**src/pkg/tcev_pkg.sv**
```systemverilog
/*
 * Shared constants for the timer event-action and interrupt-enable block:
 * register offsets, field positions, reset values and action codes.
 * Assumes an 8-bit byte address and 32-bit register data.
 */
package tcev_pkg;

   localparam int TCEV_AW = 8;
   localparam int TCEV_DW = 32;

   ////////////////////////////////////////////////////////////////////////
   // Register offsets
   localparam logic [7:0] TCEV_OFS_EVENT_CTRL = 8'h20;
   localparam logic [7:0] TCEV_OFS_ENABLE_CLR = 8'h24;
   localparam logic [7:0] TCEV_OFS_ENABLE_SET = 8'h28;
   localparam logic [7:0] TCEV_OFS_TRIP_STAT = 8'h3c;

   ////////////////////////////////////////////////////////////////////////
   // Reset values
   localparam logic [31:0] TCEV_RST_ENABLE = 32'h0000_0000;
   localparam logic [5:0] TCEV_RST_EVENT_CTRL = 6'h00;
   localparam logic [1:0] TCEV_RST_TRIP = 2'h0;

   ////////////////////////////////////////////////////////////////////////
   // Field positions
   localparam int TCEV_SEL0_LSB = 0;
   localparam int TCEV_SEL1_LSB = 3;
   localparam int TCEV_SEL_W = 3;
   localparam int TCEV_BIT_WRAP = 0;
   localparam int TCEV_BIT_RESTART = 1;
   localparam int TCEV_BIT_CYCLE = 2;
   localparam int TCEV_BIT_OVERRUN = 3;
   localparam int TCEV_BIT_HALT_TRIP = 11;
   localparam int TCEV_BIT_RECOV_A = 12;
   localparam int TCEV_BIT_RECOV_B = 13;
   localparam int TCEV_BIT_NONREC_LO = 14;
   localparam int TCEV_BIT_MATCH_LO = 16;
   localparam logic [31:0] TCEV_ENABLE_IMPL = 32'h000f_f80f;

   ////////////////////////////////////////////////////////////////////////
   // Action codes
   localparam logic [2:0] TCEV_ACT_OFF = 3'h0;
   localparam logic [2:0] TCEV_ACT_RETRIGGER = 3'h1;
   localparam logic [2:0] TCEV_ACT0_TALLY = 3'h2;
   localparam logic [2:0] TCEV_ACT0_START = 3'h3;
   localparam logic [2:0] TCEV_ACT0_STEP_UP = 3'h4;
   localparam logic [2:0] TCEV_ACT0_LEVEL_COUNT = 3'h5;
   localparam logic [2:0] TCEV_ACT0_RESERVED = 3'h6;
   localparam logic [2:0] TCEV_ACT1_DIRECTION = 3'h2;
   localparam logic [2:0] TCEV_ACT1_STOP = 3'h3;
   localparam logic [2:0] TCEV_ACT1_STEP_DOWN = 3'h4;
   localparam logic [2:0] TCEV_ACT1_PERIOD_WIDTH = 3'h5;
   localparam logic [2:0] TCEV_ACT1_WIDTH_PERIOD = 3'h6;
   localparam logic [2:0] TCEV_ACT_FAULT = 3'h7;

endpackage : tcev_pkg

```
**src/pkg/tcev_act_if.sv**
```systemverilog
/*
 * Decoded counter actions passed from the event decoder to the top.
 * Assumes one clock domain; every signal is driven from a flip-flop.
 */
`timescale 1ns/100ps
interface tcev_act_if;
   logic start;
   logic retrigger;
   logic tally;
   logic step_up;
   logic level_count;
   logic dir_down;
   logic stop;
   logic step_down;
   logic cap_period_width;
   logic cap_width_period;
   logic fault0;
   logic fault1;

   modport drv (
      output start, retrigger, tally, step_up, level_count, dir_down,
      output stop, step_down, cap_period_width, cap_width_period,
      output fault0, fault1
   );
   modport use_side (
      input start, retrigger, tally, step_up, level_count, dir_down,
      input stop, step_down, cap_period_width, cap_width_period,
      input fault0, fault1
   );
endinterface : tcev_act_if

```
**src/verilog/tcev_decode.sv**
```systemverilog
/*
 * Event action decoder: turns the two action selectors and the two
 * event inputs into registered counter commands.
 * Assumes events are synchronous to sys_clk and one cycle per event.
 */
`timescale 1ns/100ps
module tcev_decode (
   input wire logic sys_clk,
   input wire logic rst,
   input wire logic [2:0] input0_action_sel,
   input wire logic [2:0] input1_action_sel,
   input wire logic timer_event_in0,
   input wire logic timer_event_in1,
   input wire logic counter_running,
   tcev_act_if.drv act
);
   import tcev_pkg::*;

   logic ev0_retrig;
   logic ev1_retrig;

   assign ev0_retrig = timer_event_in0 &&
                       input0_action_sel == TCEV_ACT_RETRIGGER;
   assign ev1_retrig = timer_event_in1 &&
                       input1_action_sel == TCEV_ACT_RETRIGGER;

   ////////////////////////////////////////////////////////////////////////
   always_ff @(posedge sys_clk) begin
      if (rst) begin
         act.start <= 1'b0;
         act.retrigger <= 1'b0;
      end else begin
         // Stopped counter starts; a running one restarts
         act.start <= (ev0_retrig || ev1_retrig) && !counter_running ||
                      timer_event_in0 &&
                      input0_action_sel == TCEV_ACT0_START;
         act.retrigger <= (ev0_retrig || ev1_retrig) &&
                          counter_running;
      end
   end

   always_ff @(posedge sys_clk) begin
      if (rst) begin
         act.tally <= 1'b0;
         act.step_up <= 1'b0;
         act.level_count <= 1'b0;
         act.fault0 <= 1'b0;
      end else begin
         act.tally <= timer_event_in0 &&
                      input0_action_sel == TCEV_ACT0_TALLY;
         act.step_up <= timer_event_in0 &&
                        input0_action_sel == TCEV_ACT0_STEP_UP;
         // Level, not pulse: counts while the input stays active
         act.level_count <= timer_event_in0 &&
                            input0_action_sel == TCEV_ACT0_LEVEL_COUNT;
         act.fault0 <= timer_event_in0 &&
                       input0_action_sel == TCEV_ACT_FAULT;
      end
   end

   always_ff @(posedge sys_clk) begin
      if (rst) begin
         act.dir_down <= 1'b0;
         act.stop <= 1'b0;
         act.step_down <= 1'b0;
         act.cap_period_width <= 1'b0;
         act.cap_width_period <= 1'b0;
         act.fault1 <= 1'b0;
      end else begin
         act.dir_down <= timer_event_in1 &&
                         input1_action_sel == TCEV_ACT1_DIRECTION;
         act.stop <= timer_event_in1 &&
                     input1_action_sel == TCEV_ACT1_STOP;
         act.step_down <= timer_event_in1 &&
                          input1_action_sel == TCEV_ACT1_STEP_DOWN;
         act.cap_period_width <= timer_event_in1 &&
            input1_action_sel == TCEV_ACT1_PERIOD_WIDTH;
         act.cap_width_period <= timer_event_in1 &&
            input1_action_sel == TCEV_ACT1_WIDTH_PERIOD;
         act.fault1 <= timer_event_in1 &&
                       input1_action_sel == TCEV_ACT_FAULT;
      end
   end

endmodule : tcev_decode

```
**src/verilog/tcev_top.sv**
```systemverilog
/*
 * Timer event-action selection and paired interrupt-enable registers.
 * Holds the action selectors, the shared enable mask with its clear and
 * set views, a sticky trip status and the masked interrupt request.
 * Assumes a simple register port (read data one cycle after the read
 * strobe), events synchronous to sys_clk, and interrupt flags kept by
 * the counter core outside this block.
 */
// The address-and-strobe port was chosen for this implementation.
// Functional notes
// Input 0 selector: 0 ignores, 2 counts, 3 starts, 6 reserved, 7 faults.
// Input 0 code 1 starts a stopped counter or retriggers a running one.
// Input 0 code 5 counts while the event input stays active.
// Input 0 code 4 increments the counter once per event.
// Input 1: 2 direction level, 3 stop, 4 decrement, 7 fault.
// Input 1 code 5 captures period to register 0, width to 1.
// Input 1 code 6 captures period to register 1, width to 0.
// Clear and set registers share one mask; clear changes show on set.
// Set changes likewise show when the clear register is read.
// Writing zero to an enable bit leaves that enable unchanged.
// Clear bits 19 to 16 disable the channel match interrupts.
// Clear bits 15 and 14 disable the non-recoverable trip interrupts.
// Clear bit 13 disables the recoverable B interrupt.
// Clear bit 12 disables the recoverable A interrupt.
// Clear bit 11 disables the debug-halt trip interrupt.
// Clear bit 3 disables the capture overrun interrupt.
// Clear bit 2 disables the cycle interrupt.
// Clear bit 1 disables the restart interrupt.
// Clear bit 0 disables the wrap interrupt.
// An enable bit reads one when enabled, zero when disabled.
// The set register sits at offset 0x28, no read-modify-write needed.
// Set register ones enable interrupts at the same bit positions.
// Input 1 selector: 0 ignores, 1 starts, restarts or retriggers.
// Interrupt request is high while any enabled flag is set.
// Unimplemented enable bits read zero and ignore writes.
`timescale 1ns/100ps
module tcev_top (
   input wire logic sys_clk,
   input wire logic rst,
   input wire logic [tcev_pkg::TCEV_AW-1:0] reg_addr,
   input wire logic [tcev_pkg::TCEV_DW-1:0] reg_wdata,
   input wire logic reg_wr,
   input wire logic reg_rd,
   output logic [tcev_pkg::TCEV_DW-1:0] reg_rdata,
   input wire logic timer_event_in0,
   input wire logic timer_event_in1,
   input wire logic counter_running,
   input wire logic [tcev_pkg::TCEV_DW-1:0] irq_flags,
   output logic [tcev_pkg::TCEV_DW-1:0] irq_enable,
   output logic timer_irq,
   output logic ctr_start,
   output logic ctr_retrigger,
   output logic ctr_tally,
   output logic ctr_step_up,
   output logic ctr_level_count,
   output logic ctr_dir_down,
   output logic ctr_stop,
   output logic ctr_step_down,
   output logic capture_period_width,
   output logic capture_width_period,
   output logic fault_trip0,
   output logic fault_trip1
);
   import tcev_pkg::*;

   ////////////////////////////////////////////////////////////////////////
   // Address decode

   logic hit_event_ctrl;
   logic hit_enable_clr;
   logic hit_enable_set;
   logic hit_trip_stat;

   assign hit_event_ctrl = reg_addr == TCEV_OFS_EVENT_CTRL;
   assign hit_enable_clr = reg_addr == TCEV_OFS_ENABLE_CLR;
   assign hit_enable_set = reg_addr == TCEV_OFS_ENABLE_SET;
   assign hit_trip_stat = reg_addr == TCEV_OFS_TRIP_STAT;

   logic wr_event_ctrl;
   logic wr_enable_clr;
   logic wr_enable_set;
   logic wr_trip_stat;

   assign wr_event_ctrl = reg_wr && hit_event_ctrl;
   assign wr_enable_clr = reg_wr && hit_enable_clr;
   assign wr_enable_set = reg_wr && hit_enable_set;
   assign wr_trip_stat = reg_wr && hit_trip_stat;

   ////////////////////////////////////////////////////////////////////////
   // Action selectors

   logic [2:0] input0_action_sel_q;
   logic [2:0] input1_action_sel_q;

   always_ff @(posedge sys_clk) begin
      if (rst) begin
         input0_action_sel_q <= TCEV_RST_EVENT_CTRL[2:0];
         input1_action_sel_q <= TCEV_RST_EVENT_CTRL[5:3];
      end else if (wr_event_ctrl) begin
         input0_action_sel_q <=
            reg_wdata[TCEV_SEL0_LSB +: TCEV_SEL_W];
         input1_action_sel_q <=
            reg_wdata[TCEV_SEL1_LSB +: TCEV_SEL_W];
      end
   end

   ////////////////////////////////////////////////////////////////////////
   // Shared enable mask
   // One flop per bit serves both views, so neither view can go stale.

   logic [TCEV_DW-1:0] enable_q;
   logic [TCEV_DW-1:0] enable_d;
   logic [TCEV_DW-1:0] wdata_impl;

   assign wdata_impl = reg_wdata & TCEV_ENABLE_IMPL;

   for (genvar b = 0; b < TCEV_DW; b++) begin : g_enable
      always_comb begin
         enable_d[b] = enable_q[b];
         if (!TCEV_ENABLE_IMPL[b]) begin
            enable_d[b] = 1'b0;
         end else if (wr_enable_clr && wdata_impl[b]) begin
            enable_d[b] = 1'b0;
         end else if (wr_enable_set && wdata_impl[b]) begin
            enable_d[b] = 1'b1;
         end
         // A zero written anywhere keeps the bit as it was
      end
   end

   always_ff @(posedge sys_clk) begin
      if (rst) begin
         enable_q <= TCEV_RST_ENABLE;
      end else begin
         enable_q <= enable_d;
      end
   end

   assign irq_enable = enable_q;

   ////////////////////////////////////////////////////////////////////////
   // Named views of the mask for the interrupt request gating

   logic [3:0] channel_match_irq_en;
   logic [1:0] nonrecov_trip_irq_en;
   logic recoverable_b_irq_en;
   logic recoverable_a_irq_en;
   logic halted_debug_trip_irq_en;
   logic overrun_irq_en;
   logic cycle_boundary_irq_en;
   logic restart_irq_en;
   logic wrap_irq_en;

   assign channel_match_irq_en = enable_q[TCEV_BIT_MATCH_LO +: 4];
   assign nonrecov_trip_irq_en = enable_q[TCEV_BIT_NONREC_LO +: 2];
   assign recoverable_b_irq_en = enable_q[TCEV_BIT_RECOV_B];
   assign recoverable_a_irq_en = enable_q[TCEV_BIT_RECOV_A];
   assign halted_debug_trip_irq_en = enable_q[TCEV_BIT_HALT_TRIP];
   assign overrun_irq_en = enable_q[TCEV_BIT_OVERRUN];
   assign cycle_boundary_irq_en = enable_q[TCEV_BIT_CYCLE];
   assign restart_irq_en = enable_q[TCEV_BIT_RESTART];
   assign wrap_irq_en = enable_q[TCEV_BIT_WRAP];

   ////////////////////////////////////////////////////////////////////////
   // Interrupt request
   // Registered so the line is glitch free; costs one cycle of latency.

   logic [TCEV_DW-1:0] gated_flags;
   logic any_pending;

   assign gated_flags = {
      12'h000,
      irq_flags[TCEV_BIT_MATCH_LO +: 4] & channel_match_irq_en,
      irq_flags[TCEV_BIT_NONREC_LO +: 2] & nonrecov_trip_irq_en,
      irq_flags[TCEV_BIT_RECOV_B] & recoverable_b_irq_en,
      irq_flags[TCEV_BIT_RECOV_A] & recoverable_a_irq_en,
      irq_flags[TCEV_BIT_HALT_TRIP] & halted_debug_trip_irq_en,
      7'h00,
      irq_flags[TCEV_BIT_OVERRUN] & overrun_irq_en,
      irq_flags[TCEV_BIT_CYCLE] & cycle_boundary_irq_en,
      irq_flags[TCEV_BIT_RESTART] & restart_irq_en,
      irq_flags[TCEV_BIT_WRAP] & wrap_irq_en
   };

   assign any_pending = |gated_flags;

   logic timer_irq_q;

   always_ff @(posedge sys_clk) begin
      if (rst) begin
         timer_irq_q <= 1'b0;
      end else begin
         timer_irq_q <= any_pending;
      end
   end

   assign timer_irq = timer_irq_q;

   ////////////////////////////////////////////////////////////////////////
   // Event decoding

   tcev_act_if act ();

   tcev_decode u_decode (
      .sys_clk(sys_clk),
      .rst(rst),
      .input0_action_sel(input0_action_sel_q),
      .input1_action_sel(input1_action_sel_q),
      .timer_event_in0(timer_event_in0),
      .timer_event_in1(timer_event_in1),
      .counter_running(counter_running),
      .act(act.drv)
   );

   assign ctr_start = act.start;
   assign ctr_retrigger = act.retrigger;
   assign ctr_tally = act.tally;
   assign ctr_step_up = act.step_up;
   assign ctr_level_count = act.level_count;
   assign ctr_dir_down = act.dir_down;
   assign ctr_stop = act.stop;
   assign ctr_step_down = act.step_down;
   assign capture_period_width = act.cap_period_width;
   assign capture_width_period = act.cap_width_period;
   assign fault_trip0 = act.fault0;
   assign fault_trip1 = act.fault1;

   ////////////////////////////////////////////////////////////////////////
   // Sticky trip status
   // Lets software see a fault request even after the pulse has gone.

   logic [1:0] trip_seen_q;
   logic [1:0] trip_seen_d;
   logic [1:0] trip_hit;

   assign trip_hit = {act.fault1, act.fault0};

   always_comb begin
      trip_seen_d = trip_seen_q;
      if (wr_trip_stat) begin
         trip_seen_d = trip_seen_q & ~reg_wdata[1:0];
      end
      // New trip wins over a clear in the same cycle
      trip_seen_d = trip_seen_d | trip_hit;
   end

   always_ff @(posedge sys_clk) begin
      if (rst) begin
         trip_seen_q <= TCEV_RST_TRIP;
      end else begin
         trip_seen_q <= trip_seen_d;
      end
   end

   ////////////////////////////////////////////////////////////////////////
   // Read back
   // Both enable views return the same mask; unmapped reads give zero.

   logic [TCEV_DW-1:0] rdata_d;
   logic [TCEV_DW-1:0] rdata_q;

   always_comb begin
      rdata_d = '0;
      if (reg_rd) begin
         if (hit_event_ctrl) begin
            rdata_d = {26'h0000000, input1_action_sel_q,
                       input0_action_sel_q};
         end else if (hit_enable_clr || hit_enable_set) begin
            rdata_d = enable_q & TCEV_ENABLE_IMPL;
         end else if (hit_trip_stat) begin
            rdata_d = {30'h00000000, trip_seen_q};
         end
      end
   end

   always_ff @(posedge sys_clk) begin
      if (rst) begin
         rdata_q <= '0;
      end else begin
         rdata_q <= rdata_d;
      end
   end

   assign reg_rdata = rdata_q;

endmodule : tcev_top

```
**config.mk**
```make
export PLATFORM = sky130hd
export DESIGN_NAME = tcev_top
export DESIGN_NICKNAME = d
export VERILOG_FILES = /design/src/pkg/tcev_pkg.sv /design/src/pkg/tcev_act_if.sv /design/src/verilog/tcev_decode.sv /design/src/verilog/tcev_top.sv
export SDC_FILE = /design/constraint.sdc
export NUM_CORES = 1
export LEC_CHECK = 0
export BUFFER_PORTS_ARGS = -buffer_cell sky130_fd_sc_hd__buf_2
export CORE_ASPECT_RATIO = 0.5
export CORE_MARGIN = 3
export CORE_UTILIZATION = 41
export CTS_CLUSTER_SIZE = 8
export DETAILED_ROUTE_END_ITERATION = 12
export HOLD_SLACK_MARGIN = 0.06
export PLACE_DENSITY = 0.83
export RECOVER_POWER = 50
export SLEW_MARGIN = 10
export SYNTH_ARGS = -nofsm -noshare
export SYNTH_HDL_FRONTEND = slang
export SYNTH_SLANG_ARGS = --single-unit
```
**constraint.sdc**
```tcl
create_clock -name sys_clk -period 2 [get_ports sys_clk]
set_input_delay 0.4 -clock sys_clk [delete_from_list [all_inputs] [get_ports sys_clk]]
set_output_delay 0.4 -clock sys_clk [all_outputs]
set_load 0.05 [all_outputs]
```
# --- After elaboration in Yosys (flattened, before gate mapping) ---
# Index checks and enable logic that the tools add are counted.
word_totals:
  rom_bits: 0
  output_inout_bits: 77
  elab_cells: 133
  regBits: 85
  ram_bits: 0
  latch_bits: 0
  n_memories: 0
classes:
  n_shift: 0
  n_reduce_logical: 66
  div_mod_pow: 0
  n_bitwise: 13
  add_sub_neg: 0
  mul: 0
  muxes: 4
  order_cmp: 0
  n_eq_ne: 17
op_table:
  columns: ["cell", "count"]
  rows:
  - ["1-bit logical AND", 45]
  - ["8-bit by 6-bit equality test with 1-bit output, second input constant", 4]
  - ["2-bit OR reduction", 14]
  - ["3-bit equality test, second input constant", 7]
  - ["20-bit two-way mux", 1]
  - ["13-bit OR reduction", 1]
  - ["3-bit by 2-bit equality test with 1-bit output, second input constant", 4]
  - ["1-bit bitwise AND", 7]
  - ["3-bit by 1-bit equality test with 1-bit output, second input constant", 2]
  - ["6-bit two-way mux", 1]
  - ["2-bit bitwise AND", 2]
  - ["4-bit bitwise AND", 1]
  - ["2-bit two-way mux", 2]
  - ["4-bit OR reduction", 1]
  - ["1-bit logical OR", 3]
  - ["3-bit OR reduction", 1]
  - ["2-bit NOT", 1]
  - ["2-bit OR", 1]
  - ["1-bit logical NOT", 1]
  - ["1-bit NOT", 1]

# --- Logic depth before layout (Yosys ltp) ---
# Gate-level depths: netlist of the first run.
logic_depth:
  ltp_word: 5
  ltp_mapped: 5
  depth_no_buf: 3

# --- Cells and area by module ---
# Synthesis of the first run repeated with hierarchy kept, for this count alone.
hier_totals:
  cells_unflattened: 233
  hier_area_um2: 2285.9
modules_own_cells:
  columns: ["module", "area_each_um2", "seq_area_each_um2", "cells_each", "n_inst"]
  rows:
  - ["tcev_top", 1875.5, 740.7, 196, 1]
  - ["tcev_decode", 410.4, 240.2, 37, 1]

# --- Worst setup path before layout of the first run ---
# No wires, ideal clock.
synth_timing:
  kind: "input port to flip-flop"
  startpoint: "input port reg_addr[1] in the netlist's numbering"
  endpoint: "register input0_action_sel_q[0]"
  setup_ns: 0.072
  t_required_ns: 1.928
  path_stages: 4
  path_slack_ns: 0.341
  arrival_ns: 1.588
  path_cell_list: "or3_1 > buf_6 > nor4_4 > mux2i_1"
synth_via:
  elab_chain_len: 2
synth_lines:
  columns: ["item", "line", "text"]
  rows:
  - ["start: declaration", "tcev_top.sv:40", "input wire logic [tcev_pkg::TCEV_AW-1:0] reg_addr,"]
  - ["8-bit by 6-bit equality test with 1-bit output", "tcev_top.sv:74", "assign hit_event_ctrl = reg_addr == TCEV_OFS_EVENT_CTRL;"]
  - ["1-bit logical AND", "tcev_top.sv:84", "assign wr_event_ctrl = reg_wr && hit_event_ctrl;"]
  - ["end signal: assignment", "tcev_top.sv:97", "input0_action_sel_q <= TCEV_RST_EVENT_CTRL[2:0];"]
  - ["end signal: assignment", "tcev_top.sv:100", "input0_action_sel_q <="]
  - ["end: declaration", "tcev_top.sv:92", "logic [2:0] input0_action_sel_q;"]
# No other way between the ends.
# A chain may end at the register's enable or synchronous reset.

# --- Final worst setup path of the first run ---
layout_timing:
  startpoint: "input port rst"
  endpoint: "register rdata_q[1] (netlist: reg_rdata[1])"
layout_via:
  elab_chain_len: 1
layout_lines:
  columns: ["item", "line", "text"]
  rows:
  - ["start: declaration", "tcev_top.sv:39", "input wire logic rst,"]
  - ["2-bit OR reduction (no line)", null, null]
  - ["end signal: assignment", "tcev_top.sv:280", "rdata_q <= rdata_d;"]
  - ["end: declaration", "tcev_top.sv:260", "logic [TCEV_DW-1:0] rdata_q;"]
# No other way between the ends.

==> flow_results.xml, run 1 <==
<?xml version="1.0" encoding="UTF-8"?>
<metrics>
  <group name="synth">
    <metric name="post_synthesis_mean_instance_area" unit="sq um">10.1</metric>
    <metric name="yosysWarningCount" unit="">0</metric>
    <metric name="dominantRegCellSynth" unit="">sky130_fd_sc_hd__dfxtp_1</metric>
    <metric name="synth.top_cells.by_area" unit="">sky130_fd_sc_hd__dfxtp_1 (45%), sky130_fd_sc_hd__buf_4 (12%), sky130_fd_sc_hd__a41oi_1 (5.2%)</metric>
    <metric name="post_synth_inst_count" unit="">215</metric>
    <metric name="synth_area_leader_cell" unit="">sky130_fd_sc_hd__dfxtp_1</metric>
    <metric name="yosysSeqAreaShare" unit="">0.451</metric>
    <metric name="synth.distinct_cells" unit="">42</metric>
    <metric name="synth_seq_cells" unit="">49</metric>
    <metric name="synth_edf_count" unit="">0</metric>
    <metric name="synth_top_area_share" unit="">0.451</metric>
    <metric name="synthesis.area" unit="sq um">2170</metric>
    <metric name="ys_async_sr_fraction" unit="">0</metric>
  </group>
  <group name="cells_and_area">
    <metric name="drive_gt1_frac" unit="">0.242</metric>
    <metric name="design_area" unit="sq um">2620</metric>
    <metric name="areaGrowthSynthToFinish" unit="%">20.7</metric>
    <metric name="finalNetCount" unit="">380</metric>
    <metric name="n_diodes" unit="">0</metric>
  </group>
  <group name="clock_network">
    <metric name="cts_num_sinks" unit="">49</metric>
    <metric name="clock_pin_slew_of_the_registers_on_the_worst_case_setup_and_hold_paths" unit="ps">90</metric>
    <metric name="htreeDepth" unit="">2</metric>
    <metric name="clock_root_buffer_master" unit="">sky130_fd_sc_hd__clkbuf_8</metric>
    <metric name="number_of_cts_inserted_buffers" unit="">5</metric>
    <metric name="cts_resized" unit="">0</metric>
    <metric name="cts_setup_buffers" unit="">0</metric>
    <metric name="cts_max_path_buffers" unit="">2</metric>
    <metric name="clock_insertion_delay_worst_skew" unit="ps">290</metric>
    <metric name="cts-hold-fix-buffers" unit="">0</metric>
    <metric name="tritoncts" unit="">done</metric>
  </group>
  <group name="floorplanning">
    <metric name="die_h" unit="microns">57.5</metric>
    <metric name="chipWidth" unit="microns">109</metric>
    <metric name="coreArea" unit="sq um">5020</metric>
    <metric name="initial_core_util" unit="">0.433</metric>
    <metric name="num_rows" unit="">18</metric>
    <metric name="floorplan.io_pins" unit="">156</metric>
    <metric name="die_footprint" unit="sq um">6270</metric>
  </group>
  <group name="routing">
    <metric name="detail_route.drc_violations" unit="">0</metric>
    <metric name="routed_wirelength" unit="microns">5150</metric>
    <metric name="final_antenna_net_count" unit="">0</metric>
    <metric name="via_density_per_instance" unit="">5.01</metric>
    <metric name="first_pass_iteration_count_of_the_detailed_router" unit="">5</metric>
    <metric name="first_iter_violations" unit="">106</metric>
    <metric name="routed_wire_length_per_instance" unit="microns">13.9</metric>
    <metric name="num_vias" unit="">1863</metric>
  </group>
  <group name="sta">
    <metric name="pin_slew_with_the_least_headroom_to_its_limit" unit="ps">1270</metric>
    <metric name="rsz_0062_raised_after_global_routing" unit="">no</metric>
    <metric name="setup_clock_skew_after_layout" unit="ps">7.03</metric>
    <metric name="min_period_over_period" unit="">0.830</metric>
    <metric name="setup_tns" unit="ps">0</metric>
    <metric name="number_of_max_slew_violations_in_the_final_report" unit="">0</metric>
    <metric name="report.final.setup_viol" unit="">0</metric>
    <metric name="max_freq" unit="GHz">0.603</metric>
    <metric name="relSlewSlack" unit="">0.152</metric>
    <metric name="fin_crit" unit="ps">1660</metric>
    <metric name="hold_viol_final" unit="">0</metric>
  </group>
  <group name="setup_path">
    <metric name="crit_required" unit="ps">2220</metric>
    <metric name="cp.arrival" unit="ps">1880</metric>
    <metric name="timing.critical_path.from_type" unit="">input pin</metric>
    <metric name="critPathKind" unit="">input pin to flip-flop</metric>
    <metric name="worst-path-max-fanout" unit="">35</metric>
    <metric name="setup.worst_path.end_class" unit="">flip-flop</metric>
  </group>
  <group name="pwr">
    <metric name="leakage" unit="nW">1.07</metric>
    <metric name="power.density" unit="nW/um^2">741</metric>
    <metric name="vdd_ir_drop_max" unit="V">0.000331</metric>
  </group>
  <group name="global_routing">
    <metric name="final_global_route_overflow_total" unit="">0</metric>
    <metric name="gr-usage-all-layers" unit="">0.152</metric>
    <metric name="first_global_vias" unit="">1666</metric>
    <metric name="grt_max_degree" unit="">36</metric>
    <metric name="antenna_violations_before_repair" unit="">0</metric>
    <metric name="wire_length_of_the_first_global_routing_pass" unit="microns">7560</metric>
  </group>
  <group name="hold_path">
    <metric name="min-delay-path-class" unit="">input pin to flip-flop</metric>
  </group>
  <group name="place">
    <metric name="port_buffers" unit="">83</metric>
    <metric name="dpl-instance-area" unit="sq um">2540</metric>
    <metric name="gp_congestion" unit="">0.827</metric>
    <metric name="dp_hpwl" unit="microns">3980</metric>
  </group>
  <group name="status">
    <metric name="run_status" unit="">finished clean</metric>
  </group>
  <group name="flow_run">
    <metric name="max_cap_viol_count" unit="">0</metric>
  </group>
</metrics>
path summary, 6_finish.rpt:
kind / start / endpoint / slack (ps) / cells after the start
setup / recovery: rst / reg_rdata[1]$_SDFF_PP0_ / 340 / 4
hold / removal: reg_wdata[11] / irq_enable[11]$_SDFFE_PP0P_ / 300 / 2
setup reg to reg: irq_enable[12]$_SDFFE_PP0P_ / timer_irq$_SDFF_PP0_ / 880 / 3
hold reg to reg: irq_enable[11]$_SDFFE_PP0P_ / reg_rdata[11]$_SDFF_PP0_ / 510 / 1
cells by family after synthesis:
group,after synthesis,share of synthesized area
and+or+nand+nor,67,0.206
DFF,49,0.451
buffers and inverters,48,0.149
AOI/OAI and AO/OA,43,0.161
muxes,6,0.0276
xor gates and xnor gates,1,0.00403
other,1,0.00172
layer usage:
metal	vias to the layer above	track usage	wire length (microns)
met5	-	0	0
met4	0	0.0432	94
met3	12	0.0407	527
met2	104	0.300	2660
met1	863	0.159	1870
li1	884	-	-
power breakdown:
group          switching, mW  total, mW  internal (mW)
Sequential          0.000631      0.976          0.975
Combinational          0.209      0.260         0.0510
Clock                  0.300      0.708          0.408
Total                  0.510       1.94           1.43
synthesized netlist by cell type, types with 2 or more instances:
cell	count
sky130_fd_sc_hd__and2_1	11
sky130_fd_sc_hd__a41oi_1	13
sky130_fd_sc_hd__a22oi_1	3
sky130_fd_sc_hd__buf_4	36
sky130_fd_sc_hd__a22o_1	3
sky130_fd_sc_hd__clkbuf_1	6
sky130_fd_sc_hd__o2bb2ai_1	2
sky130_fd_sc_hd__dfxtp_1	49
sky130_fd_sc_hd__buf_1	2
sky130_fd_sc_hd__nor3b_1	2
sky130_fd_sc_hd__nor2b_1	2
sky130_fd_sc_hd__nor3_1	4
sky130_fd_sc_hd__nand2b_1	16
sky130_fd_sc_hd__nor4b_2	2
sky130_fd_sc_hd__nor2_1	11
sky130_fd_sc_hd__and3_1	2
sky130_fd_sc_hd__mux2i_1	6
sky130_fd_sc_hd__inv_1	2
sky130_fd_sc_hd__nand3b_1	3
sky130_fd_sc_hd__nand2_1	2
sky130_fd_sc_hd__or3_1	2
sky130_fd_sc_hd__a32oi_1	2
sky130_fd_sc_hd__a211oi_1	15
cell type report:
| cell class | instances | area, sq um |
|---|---|---|
| Clock buffer | 7 | 86.3 |
| Clock inverter | 1 | 30.0 |
| Fill cell | 447 | 2400 |
| Inverter | 2 | 7.51 |
| Multi-Input combinational cell | 153 | 1000 |
| Sequential cell | 49 | 981 |
| Tap cell | 70 | 87.6 |
| Timing Repair Buffer | 90 | 430 |
flip-flops by register name, indices dropped and copies added (netlist names):
name and cells:
u_decode.act.cap_period_width 1, u_decode.act.level_count 1, u_decode.act.start 1, u_decode.act.fault0 1, input0_action_sel_q 3, u_decode.act.step_down 1, u_decode.act.retrigger 1, trip_seen_q 2
u_decode.act.stop 1, u_decode.act.dir_down 1, timer_irq 1, input1_action_sel_q 3, reg_rdata 15, u_decode.act.step_up 1, u_decode.act.fault1 1, u_decode.act.tally 1
irq_enable 13, u_decode.act.cap_width_period 1
worst max-delay path, cell delays in order:
cell and delay, ps:
sky130_fd_sc_hd__clkbuf_1 90, sky130_fd_sc_hd__clkbuf_1 510, sky130_fd_sc_hd__or4b_1 710, sky130_fd_sc_hd__o2bb2ai_1 160
cells in the final DEF, fill, tap and decap left out, types with 2 or more instances in the layout:
| master | n |
|---|---|
| sky130_fd_sc_hd__buf_2 | 56 |
| sky130_fd_sc_hd__dfxtp_1 | 49 |
| sky130_fd_sc_hd__conb_1 | 36 |
| sky130_fd_sc_hd__clkbuf_1 | 29 |
| sky130_fd_sc_hd__nand2b_1 | 16 |
| sky130_fd_sc_hd__a211oi_1 | 15 |
| sky130_fd_sc_hd__a41oi_1 | 13 |
| sky130_fd_sc_hd__nor2_1 | 11 |
| sky130_fd_sc_hd__and2_1 | 11 |
| sky130_fd_sc_hd__mux2i_1 | 6 |
| sky130_fd_sc_hd__clkbuf_8 | 6 |
| sky130_fd_sc_hd__buf_4 | 6 |
| sky130_fd_sc_hd__nor3_1 | 4 |
| sky130_fd_sc_hd__a22o_1 | 3 |
| sky130_fd_sc_hd__nand3b_1 | 3 |
| sky130_fd_sc_hd__a22oi_1 | 3 |
| sky130_fd_sc_hd__or3_1 | 2 |
| sky130_fd_sc_hd__nor4b_2 | 2 |
| sky130_fd_sc_hd__inv_1 | 2 |
| sky130_fd_sc_hd__nor3b_1 | 2 |
| sky130_fd_sc_hd__nor2b_1 | 2 |
| sky130_fd_sc_hd__and3_1 | 2 |
| sky130_fd_sc_hd__nand2_1 | 2 |
| sky130_fd_sc_hd__a32oi_1 | 2 |
| sky130_fd_sc_hd__o2bb2ai_1 | 2 |
per-stage QoR:
| step | hold WS [ps] | utilization | total power, mW | worst slack, ps | instances |
|---|---|---|---|---|---|
| after floorplan | 471 | - | 1.25 | 341 | 250 |
| after global placement | 488 | 0.507 | 1.25 | 185 | 364 |
| after detailed placement | 499 | 0.507 | 1.26 | 171 | 364 |
| after CTS | 302 | 0.530 | 1.95 | 471 | 372 |
| after global routing | 304 | 0.522 | 2.00 | 237 | 372 |
| final | 303 | 0.522 | 1.94 | 340 | 372 |
No activity file was read; power rests on OpenSTA's default activity.
==> run 2, diff against run 1 <==
ABC_AREA = 1   (was unset)
CORE_UTILIZATION = 37   (was 41)
PLACE_DENSITY = 0.77   (was 0.83)
clock period = 1.5 ns   (was 2 ns; I/O delays follow)
==> run 2 against run 1 <==
Net effect:
- largest power group unchanged
- count of clock-buffer cells in the layout down 1
- largest cell class unchanged
- clock power up 54%
- core utilization down 4.1 points
- critical path depth down 3
- combinational power up 34%
==> flow_results.xml, run 2 <==
<?xml version="1.0" encoding="UTF-8"?>
<metrics>
  <group name="status">
    <metric name="run_status" unit="">finished clean</metric>
  </group>
  <group name="setup_path">
    <metric name="timing.critical_path.buf_inv" unit="">1</metric>
    <metric name="cp_slowest_cell" unit="">sky130_fd_sc_hd__clkbuf_1</metric>
    <metric name="cp.arrival" unit="ps">1060</metric>
    <metric name="setup.reg_to_reg.worst_slack" unit="ps">470</metric>
    <metric name="crit_chain" unit="">clkbuf_1</metric>
    <metric name="worst_path_dominant_cell_family" unit="">buffers and inverters</metric>
    <metric name="crit_required" unit="ps">1200</metric>
    <metric name="critical_path.max_stage_delay" unit="ps">470</metric>
    <metric name="critPathKind" unit="">flip-flop to output port</metric>
    <metric name="worst-path-max-fanout" unit="">1</metric>
    <metric name="setup.worst_path.end_class" unit="">output port</metric>
    <metric name="timing.critical_path.from_type" unit="">flip-flop</metric>
  </group>
  <group name="synth">
    <metric name="dominantRegCellSynth" unit="">sky130_fd_sc_hd__dfxtp_1</metric>
    <metric name="yosys.area_share.adder" unit="">0</metric>
    <metric name="yosysSeqAreaShare" unit="">0.426</metric>
    <metric name="synthXorXnorAreaFrac" unit="">0</metric>
    <metric name="synth_seq_cells" unit="">49</metric>
    <metric name="synth_edf_count" unit="">0</metric>
    <metric name="synth_area_leader_cell" unit="">sky130_fd_sc_hd__dfxtp_1</metric>
    <metric name="yosys-mux-area-fraction" unit="">0</metric>
    <metric name="post_synth_and_or_nand_nor_area_fraction" unit="">0.310</metric>
    <metric name="synth.distinct_cells" unit="">26</metric>
    <metric name="post_synthesis_mean_instance_area" unit="sq um">7.62</metric>
    <metric name="synthesis.area" unit="sq um">2300</metric>
    <metric name="synth.top_cells.by_count" unit="">sky130_fd_sc_hd__nand2_1 (73), sky130_fd_sc_hd__dfxtp_1 (49), sky130_fd_sc_hd__buf_4 (36), sky130_fd_sc_hd__nand3_1 (29), sky130_fd_sc_hd__inv_1 (27)</metric>
    <metric name="post_synth_inst_count" unit="">302</metric>
    <metric name="synth_top_area_share" unit="">0.426</metric>
    <metric name="synth.top_cells.by_area" unit="">sky130_fd_sc_hd__dfxtp_1 (43%), sky130_fd_sc_hd__nand2_1 (12%), sky130_fd_sc_hd__buf_4 (12%)</metric>
    <metric name="yosysWarningCount" unit="">0</metric>
    <metric name="synth_compound_area_frac" unit="">0.0772</metric>
    <metric name="ys_async_sr_fraction" unit="">0</metric>
    <metric name="post-synth-top-count-cell" unit="">sky130_fd_sc_hd__nand2_1</metric>
    <metric name="combinational_family_with_the_most_area_after_synthesis" unit="">simple AND/OR/NAND/NOR gates</metric>
  </group>
  <group name="cells_and_area">
    <metric name="layout_commonest_cell" unit="">sky130_fd_sc_hd__nand2_1</metric>
    <metric name="n_diodes" unit="">0</metric>
    <metric name="largest_register_ffs" unit="">15</metric>
    <metric name="areaGrowthSynthToFinish" unit="%">20.3</metric>
    <metric name="post-route-util" unit="">0.482</metric>
    <metric name="drive_gt1_frac" unit="">0.259</metric>
    <metric name="final_cell_mix" unit="">sky130_fd_sc_hd__nand2_1 (74), sky130_fd_sc_hd__buf_2 (60), sky130_fd_sc_hd__dfxtp_1 (49), sky130_fd_sc_hd__conb_1 (36), sky130_fd_sc_hd__nand3_1 (29)</metric>
    <metric name="finalNetCount" unit="">468</metric>
  </group>
  <group name="sta">
    <metric name="setup_clock_skew_after_layout" unit="ps">4.77</metric>
    <metric name="fin_crit" unit="ps">1360</metric>
    <metric name="rsz_0062_raised_after_global_routing" unit="">no</metric>
    <metric name="relSlewSlack" unit="">0.593</metric>
    <metric name="hold_viol_final" unit="">0</metric>
    <metric name="report.final.setup_viol" unit="">0</metric>
    <metric name="max_freq" unit="GHz">0.733</metric>
    <metric name="pin_slew_with_the_least_headroom_to_its_limit" unit="ps">612</metric>
    <metric name="min_period_over_period" unit="">0.910</metric>
    <metric name="setup_tns" unit="ps">0</metric>
    <metric name="number_of_max_slew_violations_in_the_final_report" unit="">0</metric>
  </group>
  <group name="clock_network">
    <metric name="clock_pin_slew_of_the_registers_on_the_worst_case_setup_and_hold_paths" unit="ps">60</metric>
    <metric name="cts_num_sinks" unit="">49</metric>
    <metric name="cts_max_path_buffers" unit="">2</metric>
    <metric name="cts_setup_buffers" unit="">0</metric>
    <metric name="clock_insertion_delay_worst_skew" unit="ps">280</metric>
    <metric name="htreeDepth" unit="">2</metric>
    <metric name="cts_resized" unit="">0</metric>
    <metric name="number_of_cts_inserted_buffers" unit="">5</metric>
    <metric name="cts-hold-fix-buffers" unit="">0</metric>
    <metric name="clock_root_buffer_master" unit="">sky130_fd_sc_hd__clkbuf_16</metric>
    <metric name="tritoncts" unit="">done</metric>
  </group>
  <group name="routing">
    <metric name="routed_wirelength" unit="microns">5310</metric>
    <metric name="final_antenna_net_count" unit="">0</metric>
    <metric name="routed_wire_length_per_instance" unit="microns">11.2</metric>
    <metric name="via_density_per_instance" unit="">4.37</metric>
    <metric name="detail_route.drc_violations" unit="">0</metric>
    <metric name="first_iter_violations" unit="">134</metric>
    <metric name="num_vias" unit="">2071</metric>
    <metric name="first_pass_iteration_count_of_the_detailed_router" unit="">4</metric>
  </group>
  <group name="global_routing">
    <metric name="grt_max_degree" unit="">23</metric>
    <metric name="final_global_route_overflow_total" unit="">0</metric>
    <metric name="gr-usage-all-layers" unit="">0.138</metric>
    <metric name="wire_length_of_the_first_global_routing_pass" unit="microns">8120</metric>
    <metric name="first_global_vias" unit="">1742</metric>
    <metric name="antenna_violations_before_repair" unit="">0</metric>
  </group>
  <group name="floorplanning">
    <metric name="coreArea" unit="sq um">5750</metric>
    <metric name="floorplan.io_pins" unit="">156</metric>
    <metric name="chipWidth" unit="microns">118</metric>
    <metric name="initial_core_util" unit="">0.400</metric>
    <metric name="num_rows" unit="">19</metric>
    <metric name="die_footprint" unit="sq um">7260</metric>
    <metric name="die_h" unit="microns">61.8</metric>
  </group>
  <group name="place">
    <metric name="port_buffers" unit="">83</metric>
    <metric name="gp_congestion" unit="">0.839</metric>
    <metric name="dp_hpwl" unit="microns">4090</metric>
  </group>
  <group name="pwr">
    <metric name="leakage" unit="nW">1.25</metric>
    <metric name="vdd_ir_drop_max" unit="V">0.000473</metric>
    <metric name="power.density" unit="nW/um^2">988</metric>
  </group>
  <group name="hold_path">
    <metric name="min-delay-path-class" unit="">input pin to flip-flop</metric>
  </group>
  <group name="flow_run">
    <metric name="max_cap_viol_count" unit="">0</metric>
  </group>
</metrics>
==> run 2: layer usage <==
layer  part of all wire  vias up  global-route usage
li1                   -     1056                   -
met2               0.48       88               0.241
met3              0.092       10              0.0353
met4              0.018        0              0.0467
met5                  0        -                   0
met1               0.41      917               0.175
==> run 2: layout make-up <==
class,count,area [sq um]
well taps,84,105
inverters,31,116
fillers,599,2980
clock buffers,6,129
repair buffers,87,420
clock inverters,2,13.8
multi-input cells,215,1000
flip-flops and latches,49,981
==> run 2: final timing paths <==
kind                                       start  depth (start not counted)                                end
max                     reg_rdata[18]$_SDFF_PP0_                          1                      reg_rdata[18]
min                              counter_running                          3  u_decode.act.retrigger$_SDFF_PP0_
max reg2reg  input0_action_sel_q[0]$_SDFFE_PP0P_                          4      u_decode.act.start$_SDFF_PP0_
min reg2reg            trip_seen_q[1]$_SDFF_PP0_                          2          trip_seen_q[1]$_SDFF_PP0_
==> run 2: cells by family (layout without fill, tap and decap cells) <==
logic type	after synthesis	count (layout)
AOI/OAI and AO/OA	27	27
buffers and inverters	73	126
other	1	36
DFF	49	49
and+or+nand+nor	152	152
==> run 2: power by group <==
| group | leakage (nW) | internal [mW] | total [mW] | switching [mW] |
|---|---|---|---|---|
| sequential | 0.394 | 1.30 | 1.30 | 0.000644 |
| clock | 0.0712 | 0.621 | 1.09 | 0.466 |
| combinational | 0.779 | 0.0609 | 0.348 | 0.287 |
| total | 1.25 | 1.98 | 2.74 | 0.754 |
==> run 2: tightest hold or removal path, stage by stage <==
cell	delay (ps)
sky130_fd_sc_hd__buf_2	110
sky130_fd_sc_hd__nand2_1	60
sky130_fd_sc_hd__nor2_1	30
==> run 2: through the flow <==
| stage | total power, mW | setup slack [ps] | cell area [sq um] | hold slack, ps | std cells |
|---|---|---|---|---|---|
| final | 2.74 | 136 | 2770 | 251 | 474 |
| after detailed placement | 1.68 | 103 | 2670 | 454 | 466 |
| after floorplan | 1.67 | 389 | 2430 | 369 | 337 |
| after global routing | 2.84 | 103 | 2770 | 261 | 474 |
| after global placement | 1.68 | 119 | 2670 | 440 | 466 |
| after CTS | 2.75 | 224 | 2820 | 249 | 474 |
